File: src/common/erz_pkg.sv
// constants for the eeprom zone lock command engine
package erz_pkg;
	// zone geometry: four zones of 256 bits (32 bytes) each
	localparam int ZONES = 4;
	localparam int ZONE_BITS = 256;
	localparam int ZONE_BYTES = ZONE_BITS / 8;
	localparam int ARR_AW = 7;
	localparam logic [6:0] ZONE1_BASE = 7'h20;
	localparam logic [6:0] ZONE2_BASE = 7'h40;
	localparam logic [6:0] ZONE3_BASE = 7'h60;
	localparam int ZONE_MSB = 6;
	localparam int ZONE_LSB = 5;
	// lock register addresses, lower nibble of the address byte
	localparam logic [3:0] ZONE0_LOCK_ADDR = 4'h1;
	localparam logic [3:0] ZONE1_LOCK_ADDR = 4'h2;
	localparam logic [3:0] ZONE2_LOCK_ADDR = 4'h4;
	localparam logic [3:0] ZONE3_LOCK_ADDR = 4'h8;
	localparam logic [3:0] LOCK_RESET = 4'h0;
	// opcodes in the upper nibble of the device address byte
	localparam logic [3:0] OP_ZONE_LOCK = 4'h7;
	localparam logic [3:0] OP_FREEZE = 4'h1;
	localparam logic [3:0] OP_ARRAY = 4'ha;
	// fixed bytes
	localparam logic [7:0] LOCK_SET_DATA = 8'hff;
	localparam logic [7:0] RD_UNLOCKED = 8'h00;
	localparam logic [7:0] RD_LOCKED = 8'hff;
	localparam logic [7:0] FREEZE_ADDR = 8'h55;
	localparam logic [7:0] FREEZE_DATA = 8'haa;
	// self-timed write time of the lock cells
	localparam int CLK_PERIOD_NS = 5;
	localparam int SELF_TIMED_WRITE_TIME_NS = 1000000;
	localparam int SELF_TIMED_WRITE_CYCLES =
		(SELF_TIMED_WRITE_TIME_NS + CLK_PERIOD_NS - 1) / CLK_PERIOD_NS;
	// command engine states
	typedef enum logic [3:0] {
		ERZ_IDLE = 4'h0,
		ERZ_DEVADDR = 4'h1,
		ERZ_LK_ADDR = 4'h2,
		ERZ_LK_DATA = 4'h3,
		ERZ_LK_DONE = 4'h4,
		ERZ_FZ_ADDR = 4'h5,
		ERZ_FZ_DATA = 4'h6,
		ERZ_FZ_DONE = 4'h7,
		ERZ_AW_ADDR = 4'h8,
		ERZ_AW_DATA = 4'h9,
		ERZ_IGNORE = 4'ha,
		ERZ_BUSY = 4'hb
	} erz_state_t;
endpackage : erz_pkg

File: src/rtl/erz_zone_lock.sv
// zone lock, lock query, freeze and array write guard of the serial eeprom
`timescale 1ns/1ps
module erz_zone_lock #(
	parameter int WR_CYCLES = erz_pkg::SELF_TIMED_WRITE_CYCLES,
	parameter logic [2:0] SLAVE_ADDR = 3'h0
) (
	// clock and reset
	input wire logic i_clk,
	input wire logic i_rst_n,
	// framed bytes from the single-wire bit engine
	input wire logic i_start,
	input wire logic i_stop,
	input wire logic i_byte_valid,
	input wire logic [7:0] i_byte,
	// answers to the bit engine
	output logic o_ack_valid,
	output logic o_nack,
	output logic o_rd_valid,
	output logic [7:0] o_rd_data,
	output logic o_busy,
	// nonvolatile lock cells
	input wire logic [erz_pkg::ZONES-1:0] i_nv_lock,
	input wire logic i_nv_frozen,
	output logic o_nv_set_lock,
	output logic [erz_pkg::ZONES-1:0] o_nv_lock_sel,
	output logic o_nv_set_freeze,
	// array write port
	output logic o_arr_wr_en,
	output logic [erz_pkg::ARR_AW-1:0] o_arr_addr,
	output logic [7:0] o_arr_data
);
	localparam int CW = $clog2(WR_CYCLES + 1);

	// refuse settings the timer or the zone map cannot serve
	initial begin
		if (WR_CYCLES < 1) begin
			$error("WR_CYCLES must be at least one");
		end
		if (erz_pkg::ZONES * erz_pkg::ZONE_BYTES != (1 << erz_pkg::ARR_AW)) begin
			$error("zone map must cover the whole array");
		end
	end

	// command engine state and write timer
	erz_pkg::erz_state_t state_r, state_nxt;
	logic [CW-1:0] cnt_r, cnt_nxt;
	// latched lock register selection
	logic [erz_pkg::ZONES-1:0] sel_r, sel_nxt;
	logic sel_ok_r, sel_ok_nxt;
	// answers handed back to the bit engine
	logic ack_valid_r, ack_valid_nxt;
	logic nack_r, nack_nxt;
	logic rd_valid_r, rd_valid_nxt;
	logic [7:0] rd_data_r, rd_data_nxt;
	// programming pulses for the nonvolatile cells
	logic set_lock_r, set_lock_nxt;
	logic set_freeze_r, set_freeze_nxt;
	// array write path
	logic wr_en_r, wr_en_nxt;
	logic [erz_pkg::ARR_AW-1:0] addr_r, addr_nxt;
	logic [7:0] data_r, data_nxt;
	// output copies, so every port leaves a flop
	logic busy_r, busy_nxt;
	logic [erz_pkg::ARR_AW-1:0] waddr_r, waddr_nxt;
	// fields of the received byte, and zone of the running word address
	logic [3:0] op;
	logic [1:0] zone;
	logic addr_match;

	// opcode, slave address match and zone of the running word address
	assign op = i_byte[7:4];
	assign addr_match = (i_byte[3:1] == SLAVE_ADDR);
	assign zone = addr_r[erz_pkg::ZONE_MSB:erz_pkg::ZONE_LSB];

	// next state of the command engine
	always_comb begin
		state_nxt = state_r;
		cnt_nxt = cnt_r;
		sel_nxt = sel_r;
		sel_ok_nxt = sel_ok_r;
		ack_valid_nxt = 1'b0;
		nack_nxt = nack_r;
		rd_valid_nxt = 1'b0;
		rd_data_nxt = rd_data_r;
		set_lock_nxt = 1'b0;
		set_freeze_nxt = 1'b0;
		wr_en_nxt = 1'b0;
		addr_nxt = addr_r;
		data_nxt = data_r;
		if (state_r == erz_pkg::ERZ_BUSY) begin
			// every line event is dropped until the write time ends
			if (cnt_r == CW'(1)) begin
				state_nxt = erz_pkg::ERZ_IDLE;
			end
			cnt_nxt = cnt_r - CW'(1);
		end else if (i_stop) begin
			// a completed lock or freeze sequence commits here, else abandon
			if (state_r == erz_pkg::ERZ_LK_DONE && !i_nv_frozen) begin
				set_lock_nxt = 1'b1;
				state_nxt = erz_pkg::ERZ_BUSY;
				cnt_nxt = CW'(WR_CYCLES);
			end else if (state_r == erz_pkg::ERZ_FZ_DONE) begin
				set_freeze_nxt = 1'b1;
				state_nxt = erz_pkg::ERZ_BUSY;
				cnt_nxt = CW'(WR_CYCLES);
			end else begin
				state_nxt = erz_pkg::ERZ_IDLE;
			end
			sel_ok_nxt = 1'b0;
		end else if (i_start) begin
			// keep a latched lock address only across the repeated start
			if (state_r != erz_pkg::ERZ_LK_DATA) begin
				sel_ok_nxt = 1'b0;
			end
			state_nxt = erz_pkg::ERZ_DEVADDR;
		end else if (i_byte_valid) begin
			ack_valid_nxt = 1'b1;
			nack_nxt = 1'b1;
			state_nxt = erz_pkg::ERZ_IGNORE;
			case (state_r)
				erz_pkg::ERZ_DEVADDR: begin
					// device address byte: the upper nibble picks the command
					if (!addr_match) begin
						ack_valid_nxt = 1'b0;
					end else if (op == erz_pkg::OP_ZONE_LOCK && !i_byte[0]) begin
						nack_nxt = 1'b0;
						state_nxt = erz_pkg::ERZ_LK_ADDR;
					end else if (op == erz_pkg::OP_ZONE_LOCK && sel_ok_r) begin
						nack_nxt = 1'b0;
						rd_valid_nxt = 1'b1;
						rd_data_nxt = |(i_nv_lock & sel_r) ? erz_pkg::RD_LOCKED
							: erz_pkg::RD_UNLOCKED;
					end else if (op == erz_pkg::OP_FREEZE && !i_byte[0]) begin
						nack_nxt = i_nv_frozen;
						if (!i_nv_frozen) begin
							state_nxt = erz_pkg::ERZ_FZ_ADDR;
						end
					end else if (op == erz_pkg::OP_ARRAY && !i_byte[0]) begin
						nack_nxt = 1'b0;
						state_nxt = erz_pkg::ERZ_AW_ADDR;
					end else if (op == erz_pkg::OP_ZONE_LOCK) begin
						nack_nxt = 1'b1;
					end else begin
						ack_valid_nxt = 1'b0;
					end
					sel_ok_nxt = 1'b0;
				end
				erz_pkg::ERZ_LK_ADDR: begin
					// upper nibble is don't care; only one-hot low nibbles select
					case (i_byte[3:0])
						erz_pkg::ZONE0_LOCK_ADDR,
						erz_pkg::ZONE1_LOCK_ADDR,
						erz_pkg::ZONE2_LOCK_ADDR,
						erz_pkg::ZONE3_LOCK_ADDR: begin
							nack_nxt = 1'b0;
							sel_nxt = i_byte[3:0];
							sel_ok_nxt = 1'b1;
							state_nxt = erz_pkg::ERZ_LK_DATA;
						end
						default: begin
							nack_nxt = 1'b1;
						end
					endcase
				end
				erz_pkg::ERZ_LK_DATA: begin
					// only FFh arms the lock write, and never once frozen
					if (i_byte == erz_pkg::LOCK_SET_DATA && !i_nv_frozen) begin
						nack_nxt = 1'b0;
						state_nxt = erz_pkg::ERZ_LK_DONE;
					end
					sel_ok_nxt = 1'b0;
				end
				erz_pkg::ERZ_FZ_ADDR: begin
					// fixed freeze address, anything else abandons
					if (i_byte == erz_pkg::FREEZE_ADDR) begin
						nack_nxt = 1'b0;
						state_nxt = erz_pkg::ERZ_FZ_DATA;
					end
				end
				erz_pkg::ERZ_FZ_DATA: begin
					// fixed freeze data, anything else abandons
					if (i_byte == erz_pkg::FREEZE_DATA) begin
						nack_nxt = 1'b0;
						state_nxt = erz_pkg::ERZ_FZ_DONE;
					end
				end
				erz_pkg::ERZ_AW_ADDR: begin
					// word address is taken even inside a locked zone
					nack_nxt = 1'b0;
					addr_nxt = i_byte[erz_pkg::ARR_AW-1:0];
					state_nxt = erz_pkg::ERZ_AW_DATA;
				end
				erz_pkg::ERZ_AW_DATA: begin
					// locked zones refuse the byte; open ones write and advance
					if (i_nv_lock[zone]) begin
						nack_nxt = 1'b1;
					end else begin
						nack_nxt = 1'b0;
						wr_en_nxt = 1'b1;
						data_nxt = i_byte;
						addr_nxt = addr_r + 7'h01;
						state_nxt = erz_pkg::ERZ_AW_DATA;
					end
				end
				default: begin
					// unframed or abandoned bytes get no answer
					ack_valid_nxt = 1'b0;
				end
			endcase
		end
	end

	// state registers
	always_ff @(posedge i_clk or negedge i_rst_n) begin
		if (!i_rst_n) begin
			state_r <= erz_pkg::ERZ_IDLE;
			cnt_r <= '0;
			sel_r <= erz_pkg::LOCK_RESET;
			sel_ok_r <= 1'b0;
			ack_valid_r <= 1'b0;
			nack_r <= 1'b1;
			rd_valid_r <= 1'b0;
			rd_data_r <= erz_pkg::RD_UNLOCKED;
			set_lock_r <= 1'b0;
			set_freeze_r <= 1'b0;
			wr_en_r <= 1'b0;
			addr_r <= '0;
			data_r <= 8'h00;
		end else begin
			state_r <= state_nxt;
			cnt_r <= cnt_nxt;
			sel_r <= sel_nxt;
			sel_ok_r <= sel_ok_nxt;
			ack_valid_r <= ack_valid_nxt;
			nack_r <= nack_nxt;
			rd_valid_r <= rd_valid_nxt;
			rd_data_r <= rd_data_nxt;
			set_lock_r <= set_lock_nxt;
			set_freeze_r <= set_freeze_nxt;
			wr_en_r <= wr_en_nxt;
			addr_r <= addr_nxt;
			data_r <= data_nxt;
		end
	end

	// busy mirrors the next engine state; the port address is the byte written
	always_comb begin
		busy_nxt = (state_nxt == erz_pkg::ERZ_BUSY);
		waddr_nxt = waddr_r;
		if (wr_en_nxt) begin
			waddr_nxt = addr_r;
		end
	end

	// output copy registers; address reads all ones before the first write
	always_ff @(posedge i_clk or negedge i_rst_n) begin
		if (!i_rst_n) begin
			busy_r <= 1'b0;
			waddr_r <= '1;
		end else begin
			busy_r <= busy_nxt;
			waddr_r <= waddr_nxt;
		end
	end

	// answer ports straight from flops
	assign o_ack_valid = ack_valid_r;
	assign o_nack = nack_r;
	assign o_rd_valid = rd_valid_r;
	assign o_rd_data = rd_data_r;
	assign o_busy = busy_r;
	// nonvolatile and array ports straight from flops
	assign o_nv_set_lock = set_lock_r;
	assign o_nv_lock_sel = sel_r;
	assign o_nv_set_freeze = set_freeze_r;
	assign o_arr_wr_en = wr_en_r;
	assign o_arr_addr = waddr_r;
	assign o_arr_data = data_r;
endmodule : erz_zone_lock

File: config.mk
export PLATFORM = sky130hd
export DESIGN_NAME = erz_zone_lock
export DESIGN_NICKNAME = d
export VERILOG_FILES = /design/src/common/erz_pkg.sv /design/src/rtl/erz_zone_lock.sv
export SDC_FILE = /design/constraint.sdc
export NUM_CORES = 1
export LEC_CHECK = 0
export ABC_AREA = 1
export BUFFER_PORTS_ARGS = -buffer_cell sky130_fd_sc_hd__buf_2
export CAP_MARGIN = 20
export CORE_MARGIN = 2
export CORE_UTILIZATION = 54
export CTS_BUF_LIST = sky130_fd_sc_hd__clkbuf_16
export CTS_CLUSTER_SIZE = 14
export DETAILED_ROUTE_END_ITERATION = 6
export PLACE_DENSITY = 0.76
export SYNTH_ARGS = -nofsm -noshare
export SYNTH_HDL_FRONTEND = slang
export SYNTH_SLANG_ARGS = --single-unit
export TNS_END_PERCENT = 5
File: constraint.sdc
create_clock -name i_clk -period 4.3 [get_ports i_clk]
set_input_delay 0.43 -clock i_clk [delete_from_list [all_inputs] [get_ports i_clk]]
set_output_delay 0.43 -clock i_clk [all_outputs]
set_load 0.02 [all_outputs]
==> results of run 1 <==
-- metal layers --
metal  global-route usage [%]  vias up  share of wire (%)  wire length, microns
met2                     38.6      120                 45                  3660
met5                        0        -                  0                     0
met4                     10.9        0                3.3                   269
met1                     32.2     1429                 45                  3630
li1                         -     1552                  -                     -
met3                     5.86       24                6.1                   489
-- power groups by stage --
stage | registers [W] | clock network (W) | logic, W
2_1_floorplan | 0.000718 | 0 | 0.000202
3_3_place_gp | 0.000692 | 0 | 0.000331
3_5_place_dp | 0.000694 | 0 | 0.000338
4_1_cts | 0.000686 | 0.000716 | 0.000339
5_1_grt | 0.000698 | 0.000745 | 0.000381
6_report | 0.000687 | 0.000706 | 0.000339
-- placed cells by master (no fill, tap or decap), types with 6 or more instances in the layout --
cell,count
sky130_fd_sc_hd__nor2_1,65
sky130_fd_sc_hd__o21ai_0,21
sky130_fd_sc_hd__nor3_1,7
sky130_fd_sc_hd__nand3_1,28
sky130_fd_sc_hd__inv_1,55
sky130_fd_sc_hd__dfrtp_1,49
sky130_fd_sc_hd__nand4_1,7
sky130_fd_sc_hd__clkbuf_16,9
sky130_fd_sc_hd__dfstp_2,8
sky130_fd_sc_hd__inv_2,6
sky130_fd_sc_hd__nand2_1,102
sky130_fd_sc_hd__a21oi_1,31
sky130_fd_sc_hd__buf_2,51
-- worst reg2reg max path: stages, from the launching register on --
cell                      delay [ps]
sky130_fd_sc_hd__dfrtp_1         480
sky130_fd_sc_hd__nand2_4         140
sky130_fd_sc_hd__nor2_4           90
sky130_fd_sc_hd__inv_2           180
sky130_fd_sc_hd__nand3_2         130
sky130_fd_sc_hd__inv_2           120
sky130_fd_sc_hd__o21ai_2          70
sky130_fd_sc_hd__nor2_2          440
sky130_fd_sc_hd__o21ai_0         210
sky130_fd_sc_hd__a22oi_2         160
-- how the worst max path moves through the flow --
stage | start | to | slack [ps] | depth (start not counted)
finish | state_r[0] | addr_r[2] | 2200 | 9
CTS | state_r[1] | o_arr_data[5] | 2040 | 7
global placement | state_r[1] | o_arr_data[3] | 2120 | 6
floorplan | cnt_r[0] | cnt_r[16] | 2700 | 11
global route | state_r[0] | addr_r[2] | 2060 | 9
detailed placement | state_r[1] | o_arr_data[1] | 2030 | 6
-- cell usage after synthesis (all sizes together), types with 3 or more instances --
cell / number
nor3: 9
xor2: 5
dfstp: 8
nor2: 73
o211ai: 4
or2: 3
inv: 61
nand3: 29
buf: 14
a21oi: 31
nand2: 105
ha: 3
o21ai: 27
nand4: 8
dfrtp: 49
-- logic make-up (layout without fill, tap and decap cells) --
logic type / count (synthesis) / after routing / share of synthesized area (%)
buffers and inverters: 75 / 130 / 10.1
AO/OA/AOI/OAI: 78 / 78 / 13.7
adder cells (fa/ha/maj): 3 / 3 / 1.11
AND/OR/NAND/NOR: 230 / 230 / 31.2
XOR/XNOR: 5 / 5 / 1.30
flip-flops: 57 / 57 / 42.7
-- cell type report --
| cell class | instances | area (sq um) |
|---|---|---|
| clock inverters | 7 | 70.1 |
| multi-input cells | 316 | 1590 |
| clock buffers | 9 | 225 |
| flip-flops and latches | 57 | 1440 |
| fillers | 531 | 2070 |
| inverters | 61 | 229 |
| repair buffers | 53 | 278 |
| well taps | 75 | 93.8 |
-- stage by stage --
| step | power (W) | cell area (sq um) | setup WS [ps] | hold WS (ps) | cells |
|---|---|---|---|---|---|
| 4_1_cts | 0.00174 | 3910 | 2040 | 269 | 577 |
| 5_1_grt | 0.00182 | 3920 | 2060 | 322 | 578 |
| 3_5_place_dp | 0.00103 | 3610 | 2030 | 494 | 561 |
| 3_3_place_gp | 0.00102 | 3610 | 2120 | 485 | 561 |
| 6_report | 0.00173 | 3920 | 2200 | 241 | 578 |
| 2_1_floorplan | 0.000920 | 3370 | 2700 | 134 | 448 |
-- flip-flops by register name (all words and copies together) (netlist names), 4 cells and up --
signal	cells
addr_r	7
cnt_r	18
o_arr_addr	7
o_arr_data	8
o_nv_lock_sel	4
state_r	4
==> impl_metrics.xml, run 1 <==
<?xml version="1.0" encoding="UTF-8"?>
<metrics>
  <group name="worst_setup_path">
    <metric name="critPathTopFamily" unit="">simple AND/OR/NAND/NOR gates</metric>
    <metric name="critPathArrivalTime" unit="ps">2350</metric>
    <metric name="cp.required" unit="ps">4550</metric>
    <metric name="worstReg2RegStart" unit="">state_r[0]</metric>
    <metric name="worst_setup_path_start_kind" unit="">register</metric>
    <metric name="worst_setup_path_end_kind" unit="">register</metric>
    <metric name="critical_path_peak_fanout" unit="">14</metric>
    <metric name="critical_path_class" unit="">reg -&gt; reg</metric>
    <metric name="slowest_delay" unit="ps">480</metric>
    <metric name="critical_path.reg2reg.endpoint" unit="">addr_r[2]</metric>
    <metric name="rr_worst_depth" unit="">9</metric>
    <metric name="critical_path.cell_chain" unit="">nand2_4 -&gt; nor2_4 -&gt; inv_2 -&gt; nand3_2 -&gt; inv_2 -&gt; o21ai_2 -&gt; nor2_2 -&gt; o21ai_0 -&gt; a22oi_2</metric>
    <metric name="worst_path_most_repeated_cell" unit="">sky130_fd_sc_hd__inv_2</metric>
    <metric name="cpMaxStageDelayCell" unit="">sky130_fd_sc_hd__dfrtp_1</metric>
    <metric name="crit_buf_inv" unit="">2</metric>
    <metric name="ff2ff_setup_slack" unit="ps">2200</metric>
  </group>
  <group name="drt">
    <metric name="detailedRoute.firstIterationViolations" unit="">194</metric>
    <metric name="antenna_violating_nets_post_route" unit="">0</metric>
    <metric name="finalWirelength" unit="mm">8.05</metric>
    <metric name="detail_route.first_pass.iterations" unit="">4</metric>
    <metric name="routed_via_density" unit="">5.41</metric>
    <metric name="routed-via-count" unit="">3125</metric>
    <metric name="drcViolationCount" unit="">0</metric>
    <metric name="wl_per_cell" unit="microns">13.9</metric>
  </group>
  <group name="synth">
    <metric name="synth_top_cell_area_share" unit="%">36.4</metric>
    <metric name="ys.warnings.count" unit="">0</metric>
    <metric name="syn-num-nets" unit="">469</metric>
    <metric name="async_reset_ff_share" unit="%">100</metric>
    <metric name="postSynthAreaPerCell" unit="sq um">7.52</metric>
    <metric name="syn-cell-area" unit="sq um">3370</metric>
    <metric name="netlist_instances" unit="">448</metric>
    <metric name="synth_top_flop_cell" unit="">sky130_fd_sc_hd__dfrtp_1</metric>
    <metric name="seq_area_frac_synth" unit="%">42.7</metric>
    <metric name="synth-seq-cells" unit="">57</metric>
    <metric name="number_of_flops_mapped_to_enable_cells_by_yosys" unit="">0</metric>
    <metric name="yosys-top-cells-area" unit="">sky130_fd_sc_hd__dfrtp_1 (36%), sky130_fd_sc_hd__nand2_1 (11%), sky130_fd_sc_hd__nor2_1 (7.2%)</metric>
    <metric name="post_synth_num_cell_types" unit="">44</metric>
    <metric name="synth.largest_area_cell" unit="">sky130_fd_sc_hd__dfrtp_1</metric>
  </group>
  <group name="placed_design">
    <metric name="numPortBuffers" unit="">51</metric>
    <metric name="detailed_place_hpwl" unit="mm">5.98</metric>
    <metric name="globalplace.congestion" unit="">0.876</metric>
  </group>
  <group name="worst_hold_path">
    <metric name="hp-class" unit="">in -&gt; async</metric>
  </group>
  <group name="sta">
    <metric name="worst-slew-pin-transition" unit="ps">711</metric>
    <metric name="finalSetupViolations" unit="">0</metric>
    <metric name="fin_crit" unit="ps">2100</metric>
    <metric name="finalSetupTns" unit="ps">0</metric>
    <metric name="worst_slew_margin_rel" unit="%">52.6</metric>
    <metric name="timing.fmax" unit="MHz">477</metric>
    <metric name="period_share" unit="%">48.8</metric>
    <metric name="rsz0062_at_grt" unit="">no</metric>
    <metric name="skew" unit="ps">6.77</metric>
    <metric name="final_hold_viol_count" unit="">0</metric>
    <metric name="report.final.slew_viol_count" unit="">0</metric>
  </group>
  <group name="floorplan">
    <metric name="die_h" unit="microns">83.0</metric>
    <metric name="die_width" unit="microns">83.0</metric>
    <metric name="core_ar" unit="sq um">5990</metric>
    <metric name="die_area" unit="sq um">6880</metric>
    <metric name="fp-row-count" unit="">28</metric>
    <metric name="pin_count" unit="">52</metric>
    <metric name="floorplan.initialDensity" unit="%">56.2</metric>
  </group>
  <group name="flow_run">
    <metric name="drv_cap" unit="">0</metric>
  </group>
  <group name="global_routing">
    <metric name="grtUsageTotal" unit="%">24.5</metric>
    <metric name="antenna_found_initial" unit="">0</metric>
    <metric name="vias_in_the_first_global_route" unit="">2937</metric>
    <metric name="globalRoute.totalOverflow" unit="">0</metric>
    <metric name="wire_length_of_the_first_global_routing_pass" unit="mm">13.6</metric>
    <metric name="largest_net_degree_at_the_start_of_global_routing" unit="">58</metric>
  </group>
  <group name="cts">
    <metric name="cts_max_level" unit="">3</metric>
    <metric name="cts_hold_buffers" unit="">0</metric>
    <metric name="clock_latency_at_the_later_pin_of_the_worst_skew_pair" unit="ps">330</metric>
    <metric name="max-clock-path-buffers" unit="">2</metric>
    <metric name="cts_made_buffers" unit="">9</metric>
    <metric name="postCtsResizedCells" unit="">0</metric>
    <metric name="clock_sinks" unit="">57</metric>
    <metric name="tritoncts_clock_tree" unit="">yes</metric>
    <metric name="cts.root.buffer_cell" unit="">sky130_fd_sc_hd__clkbuf_16</metric>
    <metric name="cts_setup_buffers" unit="">0</metric>
    <metric name="clkSlewWorstSetupHoldPaths" unit="ps">60</metric>
  </group>
  <group name="power_and_ir_drop">
    <metric name="swShare" unit="%">31.6</metric>
    <metric name="power.clock.fraction" unit="%">40.7</metric>
    <metric name="net-switching-power" unit="W">0.000547</metric>
    <metric name="internal-power" unit="W">0.00119</metric>
    <metric name="pwr-share-seq" unit="%">39.7</metric>
    <metric name="power-per-cell-area" unit="nW/um^2">441</metric>
    <metric name="static-leakage-power" unit="nW">2.06</metric>
    <metric name="ir_worst_vdd" unit="uV">353</metric>
    <metric name="combinationalPowerShare" unit="%">19.6</metric>
  </group>
  <group name="finish">
    <metric name="finish.utilization" unit="%">65.5</metric>
    <metric name="antennaDiodeCount" unit="">0</metric>
    <metric name="area_delta_synth_final" unit="%">16.5</metric>
    <metric name="fin_nets" unit="">519</metric>
    <metric name="fraction_of_layout_instances_using_a_drive_strength_above_1" unit="%">20.5</metric>
  </group>
  <group name="status">
    <metric name="outcome" unit="">complete, no violations</metric>
  </group>
</metrics>
Power figures use the tool's default switching activity.
==> inputs of run 2 (changes only) <==
clock period = 2.1 ns   (was 4.3 ns; I/O delays follow)
==> impl_metrics.xml, run 2 (synthesis gave the netlist of run 1 again) <==
<?xml version="1.0" encoding="UTF-8"?>
<metrics>
  <group name="status">
    <metric name="outcome" unit="">complete, no violations</metric>
  </group>
  <group name="cts">
    <metric name="cts_made_buffers" unit="">9</metric>
    <metric name="postCtsResizedCells" unit="">0</metric>
    <metric name="max-clock-path-buffers" unit="">2</metric>
    <metric name="clock_latency_at_the_later_pin_of_the_worst_skew_pair" unit="ps">330</metric>
    <metric name="clkSlewWorstSetupHoldPaths" unit="ps">50</metric>
    <metric name="clock_sinks" unit="">57</metric>
    <metric name="tritoncts_clock_tree" unit="">yes</metric>
    <metric name="cts_max_level" unit="">3</metric>
    <metric name="cts.root.buffer_cell" unit="">sky130_fd_sc_hd__clkbuf_16</metric>
  </group>
  <group name="drt">
    <metric name="detailedRoute.firstIterationViolations" unit="">227</metric>
    <metric name="routed-via-count" unit="">3143</metric>
    <metric name="finalWirelength" unit="mm">8.14</metric>
    <metric name="routed_via_density" unit="">5.39</metric>
    <metric name="wl_per_cell" unit="microns">14.0</metric>
    <metric name="drcViolationCount" unit="">0</metric>
    <metric name="antenna_violating_nets_post_route" unit="">0</metric>
    <metric name="detail_route.first_pass.iterations" unit="">4</metric>
  </group>
  <group name="sta">
    <metric name="report.final.slew_viol_count" unit="">0</metric>
    <metric name="finalSetupTns" unit="ps">0</metric>
    <metric name="final_hold_viol_count" unit="">0</metric>
    <metric name="finalSetupViolations" unit="">0</metric>
    <metric name="period_share" unit="%">87.8</metric>
    <metric name="worst-slew-pin-transition" unit="ps">361</metric>
    <metric name="worst_slew_margin_rel" unit="%">75.7</metric>
    <metric name="skew" unit="ps">5.31</metric>
    <metric name="rsz0062_at_grt" unit="">no</metric>
    <metric name="timing.fmax" unit="MHz">542</metric>
    <metric name="fin_crit" unit="ps">1840</metric>
  </group>
  <group name="worst_setup_path">
    <metric name="startpoint" unit="">cnt_r[0]</metric>
    <metric name="slowest_delay" unit="ps">390</metric>
    <metric name="cp.required" unit="ps">2310</metric>
    <metric name="critPathTopFamily" unit="">simple AND/OR/NAND/NOR gates</metric>
    <metric name="critical_path_class" unit="">reg -&gt; reg</metric>
    <metric name="cpMaxStageDelayCell" unit="">sky130_fd_sc_hd__dfrtp_1</metric>
    <metric name="rr_worst_depth" unit="">11</metric>
    <metric name="critical_path.cell_chain" unit="">inv_1 -&gt; ha_1 -&gt; inv_1 -&gt; nor2_1 -&gt; inv_1 -&gt; nor2_1 -&gt; nand2_1 -&gt; nor2_1 -&gt; nand2_1 -&gt; nand2_1 -&gt; nand3_1</metric>
    <metric name="critPathArrivalTime" unit="ps">2050</metric>
    <metric name="critical_path_peak_fanout" unit="">7</metric>
    <metric name="ff2ff_setup_slack" unit="ps">260</metric>
    <metric name="worstReg2RegStart" unit="">cnt_r[0]</metric>
    <metric name="worst_setup_path_end_kind" unit="">register</metric>
    <metric name="critical_path.reg2reg.endpoint" unit="">cnt_r[16]</metric>
    <metric name="worst_setup_path_start_kind" unit="">register</metric>
    <metric name="crit_buf_inv" unit="">3</metric>
  </group>
  <group name="power_and_ir_drop">
    <metric name="ir_worst_vdd" unit="uV">480</metric>
    <metric name="static-leakage-power" unit="nW">2.10</metric>
    <metric name="power-per-cell-area" unit="nW/um^2">890</metric>
  </group>
  <group name="floorplan">
    <metric name="core_ar" unit="sq um">5990</metric>
    <metric name="die_h" unit="microns">83.0</metric>
    <metric name="die_width" unit="microns">83.0</metric>
    <metric name="die_area" unit="sq um">6880</metric>
    <metric name="pin_count" unit="">52</metric>
    <metric name="fp-row-count" unit="">28</metric>
    <metric name="floorplan.initialDensity" unit="%">56.2</metric>
  </group>
  <group name="finish">
    <metric name="antennaDiodeCount" unit="">0</metric>
    <metric name="area_delta_synth_final" unit="%">17.7</metric>
    <metric name="layout_commonest_cell" unit="">sky130_fd_sc_hd__nand2_1</metric>
    <metric name="number_of_flip_flops_in_the_largest_register" unit="">18</metric>
    <metric name="final_cell_area" unit="sq um">3960</metric>
    <metric name="layout.cells.most_common_list" unit="">sky130_fd_sc_hd__nand2_1 (102), sky130_fd_sc_hd__nor2_1 (65), sky130_fd_sc_hd__inv_1 (56)</metric>
    <metric name="fin_nets" unit="">524</metric>
    <metric name="registers.top_by_ff_count" unit="">cnt_r</metric>
    <metric name="fraction_of_layout_instances_using_a_drive_strength_above_1" unit="%">20.9</metric>
  </group>
  <group name="global_routing">
    <metric name="wire_length_of_the_first_global_routing_pass" unit="mm">13.5</metric>
    <metric name="globalRoute.totalOverflow" unit="">0</metric>
    <metric name="largest_net_degree_at_the_start_of_global_routing" unit="">58</metric>
    <metric name="vias_in_the_first_global_route" unit="">2939</metric>
    <metric name="antenna_found_initial" unit="">0</metric>
    <metric name="grtUsageTotal" unit="%">24.5</metric>
  </group>
  <group name="worst_hold_path">
    <metric name="worst_hold_path.endpoint" unit="">o_arr_data[5]</metric>
    <metric name="hp-class" unit="">in -&gt; reg</metric>
    <metric name="min_from" unit="">i_byte[5]</metric>
    <metric name="min_path_cells" unit="">3</metric>
  </group>
  <group name="placed_design">
    <metric name="detailed_place_hpwl" unit="mm">5.90</metric>
    <metric name="globalplace.congestion" unit="">0.873</metric>
    <metric name="numPortBuffers" unit="">51</metric>
    <metric name="post_dp_cell_area" unit="sq um">3660</metric>
  </group>
  <group name="flow_run">
    <metric name="drv_cap" unit="">0</metric>
  </group>
</metrics>
run 2: area by class of cell:
| type | instances | area [sq um] |
|---|---|---|
| inverters | 61 | 229 |
| repair buffers | 58 | 323 |
| fillers | 500 | 2030 |
| clock inverters | 7 | 63.8 |
| clock buffers | 9 | 225 |
| well taps | 75 | 93.8 |
| multi-input cells | 316 | 1590 |
| flip-flops and latches | 57 | 1440 |
run 2: power by group:
part / switching, W / leakage [nW] / internal (W)
logic: 0.000455 / 1.25 / 0.000239
clock network: 0.000517 / 0.144 / 0.000906
registers: 0.000132 / 0.702 / 0.00128
total: 0.00110 / 2.10 / 0.00242
run 2: through the flow:
step / setup WS (ps) / instances / power, W / utilization, % / hold WS (ps)
after detailed placement: 268 / 566 / 0.00211 / 61.2 / 235
after floorplan: 496 / 448 / 0.00188 / - / -85.6
final: 257 / 583 / 0.00353 / 66.1 / 196
after CTS: 269 / 583 / 0.00354 / 66.1 / 189
after global placement: 334 / 566 / 0.00210 / 61.2 / 233
after global routing: 5.30 / 583 / 0.00370 / 66.1 / 230
run 2: routing by layer:
| metal | global-route usage [%] | up-vias | share of wire [%] |
|---|---|---|---|
| met5 | 0 | - | 0 |
| met4 | 12.4 | 0 | 3.1 |
| met3 | 5.07 | 21 | 5.8 |
| met2 | 40.9 | 100 | 48 |
| met1 | 29.9 | 1463 | 43 |
| li1 | - | 1559 | - |
run 2: worst max path at each step:
stage,endpoint,slack (ps),cells after the start
3_5_place_dp,cnt_r[16],270,11
5_1_grt,cnt_r[16],5,11
2_1_floorplan,cnt_r[16],500,11
4_1_cts,cnt_r[16],270,11
6_report,cnt_r[16],260,11
3_3_place_gp,addr_r[1],330,9
run 2: timing repair:
| action | CTS | global route |
|---|---|---|
| endpoints found under the hold margin | 49 | 0 |
| hold buffers | 1 | 0 |
| buffers inserted | 0 | 0 |
run 2: tightest hold or removal path, cell delays in order:
cell,delay [ps]
sky130_fd_sc_hd__buf_2,130
sky130_fd_sc_hd__inv_1,80
sky130_fd_sc_hd__a21oi_1,60
==> inputs of run 3 (changes only) <==
ABC_AREA = default   (was 1)
CORE_UTILIZATION = 51   (was 54)
clock period = 1.5 ns   (was 2.1 ns; I/O delays follow)
==> impl_metrics.xml, run 3 <==
<?xml version="1.0" encoding="UTF-8"?>
<metrics>
  <group name="status">
    <metric name="outcome" unit="">finished with violations</metric>
    <metric name="violations" unit="">negative setup slack</metric>
  </group>
  <group name="global_routing">
    <metric name="wire_length_of_the_first_global_routing_pass" unit="mm">15.7</metric>
    <metric name="vias_in_the_first_global_route" unit="">3266</metric>
    <metric name="grtUsageTotal" unit="%">27.6</metric>
    <metric name="largest_net_degree_at_the_start_of_global_routing" unit="">58</metric>
    <metric name="globalRoute.totalOverflow" unit="">0</metric>
    <metric name="antenna_found_initial" unit="">0</metric>
  </group>
  <group name="worst_setup_path">
    <metric name="critical_path_class" unit="">reg -&gt; reg</metric>
    <metric name="cpMaxStageDelayCell" unit="">sky130_fd_sc_hd__or4_1</metric>
    <metric name="critical_path.cell_chain" unit="">or4_1 -&gt; nor4_2 -&gt; a211oi_1 -&gt; a211o_1 -&gt; o21ai_1 -&gt; nor4b_2</metric>
    <metric name="critPathArrivalTime" unit="ps">2220</metric>
    <metric name="worst_setup_path_end_kind" unit="">register</metric>
    <metric name="slowest_delay" unit="ps">560</metric>
    <metric name="cp.required" unit="ps">1710</metric>
    <metric name="worst_setup_path_start_kind" unit="">register</metric>
    <metric name="critical_path_peak_fanout" unit="">6</metric>
  </group>
  <group name="cts">
    <metric name="cts_made_buffers" unit="">9</metric>
    <metric name="cts.root.buffer_cell" unit="">sky130_fd_sc_hd__clkbuf_16</metric>
    <metric name="cts_max_level" unit="">3</metric>
    <metric name="clock_sinks" unit="">57</metric>
    <metric name="clock_latency_at_the_later_pin_of_the_worst_skew_pair" unit="ps">330</metric>
    <metric name="tritoncts_clock_tree" unit="">yes</metric>
    <metric name="max-clock-path-buffers" unit="">2</metric>
    <metric name="clkSlewWorstSetupHoldPaths" unit="ps">60</metric>
  </group>
  <group name="synth">
    <metric name="number_of_flops_mapped_to_enable_cells_by_yosys" unit="">0</metric>
    <metric name="yosysMostFrequentCell" unit="">sky130_fd_sc_hd__dfrtp_1</metric>
    <metric name="netlist_top_cells_count" unit="">sky130_fd_sc_hd__dfrtp_1 (49), sky130_fd_sc_hd__nand2_1 (41), sky130_fd_sc_hd__o21ai_0 (30), sky130_fd_sc_hd__nor2_1 (28), sky130_fd_sc_hd__a21oi_1 (25)</metric>
    <metric name="synth_top_flop_cell" unit="">sky130_fd_sc_hd__dfrtp_1</metric>
    <metric name="yosys-top-cells-area" unit="">sky130_fd_sc_hd__dfrtp_1 (37%), sky130_fd_sc_hd__dfstp_2 (6.3%), sky130_fd_sc_hd__nand2_1 (4.6%)</metric>
    <metric name="syn-cell-area" unit="sq um">3360</metric>
    <metric name="netlist_instances" unit="">360</metric>
    <metric name="syn-num-nets" unit="">381</metric>
    <metric name="ys.warnings.count" unit="">0</metric>
    <metric name="seq_area_frac_synth" unit="%">42.8</metric>
    <metric name="async_reset_ff_share" unit="%">100</metric>
    <metric name="synth.largest_area_cell" unit="">sky130_fd_sc_hd__dfrtp_1</metric>
    <metric name="post_synth_num_cell_types" unit="">59</metric>
    <metric name="synth-seq-cells" unit="">57</metric>
    <metric name="postSynthAreaPerCell" unit="sq um">9.32</metric>
    <metric name="synth_top_cell_area_share" unit="%">36.5</metric>
  </group>
  <group name="placed_design">
    <metric name="place_inst" unit="">546</metric>
    <metric name="numPortBuffers" unit="">51</metric>
    <metric name="detailed_place_hpwl" unit="mm">6.54</metric>
    <metric name="placement.setup.worst_slack" unit="ps">-562</metric>
    <metric name="globalplace.congestion" unit="">0.988</metric>
  </group>
  <group name="power_and_ir_drop">
    <metric name="internal-power" unit="W">0.00308</metric>
    <metric name="net-switching-power" unit="W">0.000900</metric>
    <metric name="ir_worst_vdd" unit="uV">626</metric>
    <metric name="power.clock.fraction" unit="%">55.9</metric>
    <metric name="pwr-share-seq" unit="%">38.7</metric>
    <metric name="power-per-cell-area" unit="nW/um^2">823</metric>
    <metric name="combinationalPowerShare" unit="%">5.4</metric>
    <metric name="swShare" unit="%">22.6</metric>
    <metric name="finalPower" unit="W">0.00398</metric>
    <metric name="static-leakage-power" unit="nW">2.27</metric>
  </group>
  <group name="finish">
    <metric name="fin_nets" unit="">509</metric>
    <metric name="number_of_flip_flops_in_the_largest_register" unit="">18</metric>
    <metric name="registers.top_by_ff_count" unit="">cnt_r</metric>
    <metric name="layout_commonest_cell" unit="">sky130_fd_sc_hd__buf_4</metric>
    <metric name="antennaDiodeCount" unit="">0</metric>
    <metric name="layout.cells.non_filler" unit="">570</metric>
    <metric name="fraction_of_layout_instances_using_a_drive_strength_above_1" unit="%">46.9</metric>
    <metric name="layout.cells.most_common_list" unit="">sky130_fd_sc_hd__buf_4 (83), sky130_fd_sc_hd__buf_2 (51), sky130_fd_sc_hd__dfrtp_1 (46)</metric>
    <metric name="area_delta_synth_final" unit="%">44.1</metric>
  </group>
  <group name="floorplan">
    <metric name="pin_count" unit="">52</metric>
    <metric name="core_ar" unit="sq um">6350</metric>
    <metric name="die_h" unit="microns">85.1</metric>
    <metric name="die_area" unit="sq um">7240</metric>
    <metric name="floorplan.initialDensity" unit="%">52.8</metric>
    <metric name="fp-row-count" unit="">29</metric>
    <metric name="die_width" unit="microns">85.1</metric>
  </group>
  <group name="sta">
    <metric name="worst_slew_margin_rel" unit="%">73.5</metric>
    <metric name="report.final.slew_viol_count" unit="">0</metric>
    <metric name="final_critical_path_setup_slack" unit="ps">-508</metric>
    <metric name="worst-slew-pin-transition" unit="ps">394</metric>
    <metric name="timing.fmax" unit="MHz">498</metric>
    <metric name="finalSetupViolations" unit="">54</metric>
    <metric name="rsz0062_at_grt" unit="">yes</metric>
    <metric name="fin_crit" unit="ps">2010</metric>
    <metric name="period_share" unit="%">134</metric>
    <metric name="final_hold_viol_count" unit="">0</metric>
    <metric name="skew" unit="ps">7.96</metric>
  </group>
  <group name="drt">
    <metric name="detail_route.first_pass.iterations" unit="">6</metric>
    <metric name="finalWirelength" unit="mm">10.2</metric>
    <metric name="detailedRoute.firstIterationViolations" unit="">314</metric>
    <metric name="antenna_violating_nets_post_route" unit="">0</metric>
    <metric name="drcViolationCount" unit="">0</metric>
    <metric name="routed_via_density" unit="">6.01</metric>
    <metric name="wl_per_cell" unit="microns">17.9</metric>
    <metric name="routed-via-count" unit="">3423</metric>
  </group>
  <group name="flow_run">
    <metric name="drv_cap" unit="">0</metric>
  </group>
  <group name="worst_hold_path">
    <metric name="hp-class" unit="">in -&gt; reg</metric>
  </group>
</metrics>
==> run 3: cell types whose count changed after synthesis, sizes merged, moves of 12 or more <==
| cell | change |
|---|---|
| nand2 | -63 |
| nor2 | -45 |
| clkbuf | +12 |
| mux2 | +20 |
| inv | -53 |
| nand3 | -12 |
==> run 3: through the flow <==
| stage | util, % | hold slack (ps) | setup TNS [ps] | instance area (sq um) |
|---|---|---|---|---|
| floorplan | - | -146 | -17990 | 3360 |
| global placement | 66.1 | 173 | -18110 | 4200 |
| detailed placement | 66.1 | 173 | -20390 | 4200 |
| CTS | 74.0 | 46.8 | -17550 | 4700 |
| global route | 76.1 | 59.8 | -22030 | 4830 |
| finish | 76.1 | 65.6 | -19990 | 4830 |
==> run 3: cell type report <==
| cell class | count | area [sq um] |
|---|---|---|
| Clock buffer | 9 | 225 |
| Clock inverter | 7 | 93.8 |
| Fill cell | 389 | 1520 |
| Inverter | 8 | 30.0 |
| Multi-Input combinational cell | 269 | 1950 |
| Sequential cell | 57 | 1440 |
| Tap cell | 77 | 96.3 |
| Timing Repair Buffer | 143 | 996 |
==> run 3: path summary, 6_finish.rpt <==
path                                  start         endpoint  slack (ps)  depth (start not counted)
worst min register to register       o_nack           o_nack         500                          2
worst min-delay path            i_nv_frozen    o_nv_set_lock          70                          2
min in group asynchronous           i_rst_n  o_nv_set_freeze         360                          3
worst max-delay path             state_r[3]           o_busy        -510                          6
max in group asynchronous           i_rst_n           o_nack         840                          3
worst max register to register   state_r[3]           o_busy        -510                          6
==> run 3: metal layers <==
metal | global-route usage, % | routed length [microns] | up-vias
met1 | 34.7 | 3990 | 1648
met5 | 0 | 0 | -
met2 | 46.2 | 5090 | 177
li1 | - | - | 1556
met4 | 12.6 | 421 | 0
met3 | 5.16 | 693 | 42
==> run 3: power by group through the flow <==
stage	combinational, W	clock, W	sequential (W)
2_1_floorplan	0.0000611	0	0.00157
3_3_place_gp	0.000199	0	0.00157
3_5_place_dp	0.000201	0	0.00157
4_1_cts	0.000208	0.00224	0.00154
5_1_grt	0.000233	0.00232	0.00154
6_report	0.000215	0.00223	0.00154
==> run 3: cells by family after synthesis <==
kind of cell / synth area share [%]
and+or+nand+nor: 25.8
AOI/OAI and AO/OA: 14.1
DFF: 42.8
buffers and inverters: 5.74
muxes: 8.69
xor gates and xnor gates: 1.83
adders and majority gates: 1.12
==> run 3: critical path, delay by kind of cell (launching register included) <==
kind	cells	cell delay, ps
simple gates	3	860
compound gates	3	560
flops	1	470
==> run 3: timing repair <==
item / in CTS / in global routing
setup buffers: 2 / 4
pin swaps: 11 / 8
hold buffers: 1 / 0
cloned: 1 / 0
endpoints found under the hold margin: 49 / 0
setup endpoints to repair: 54 / 55
resized for setup: 38 / 22
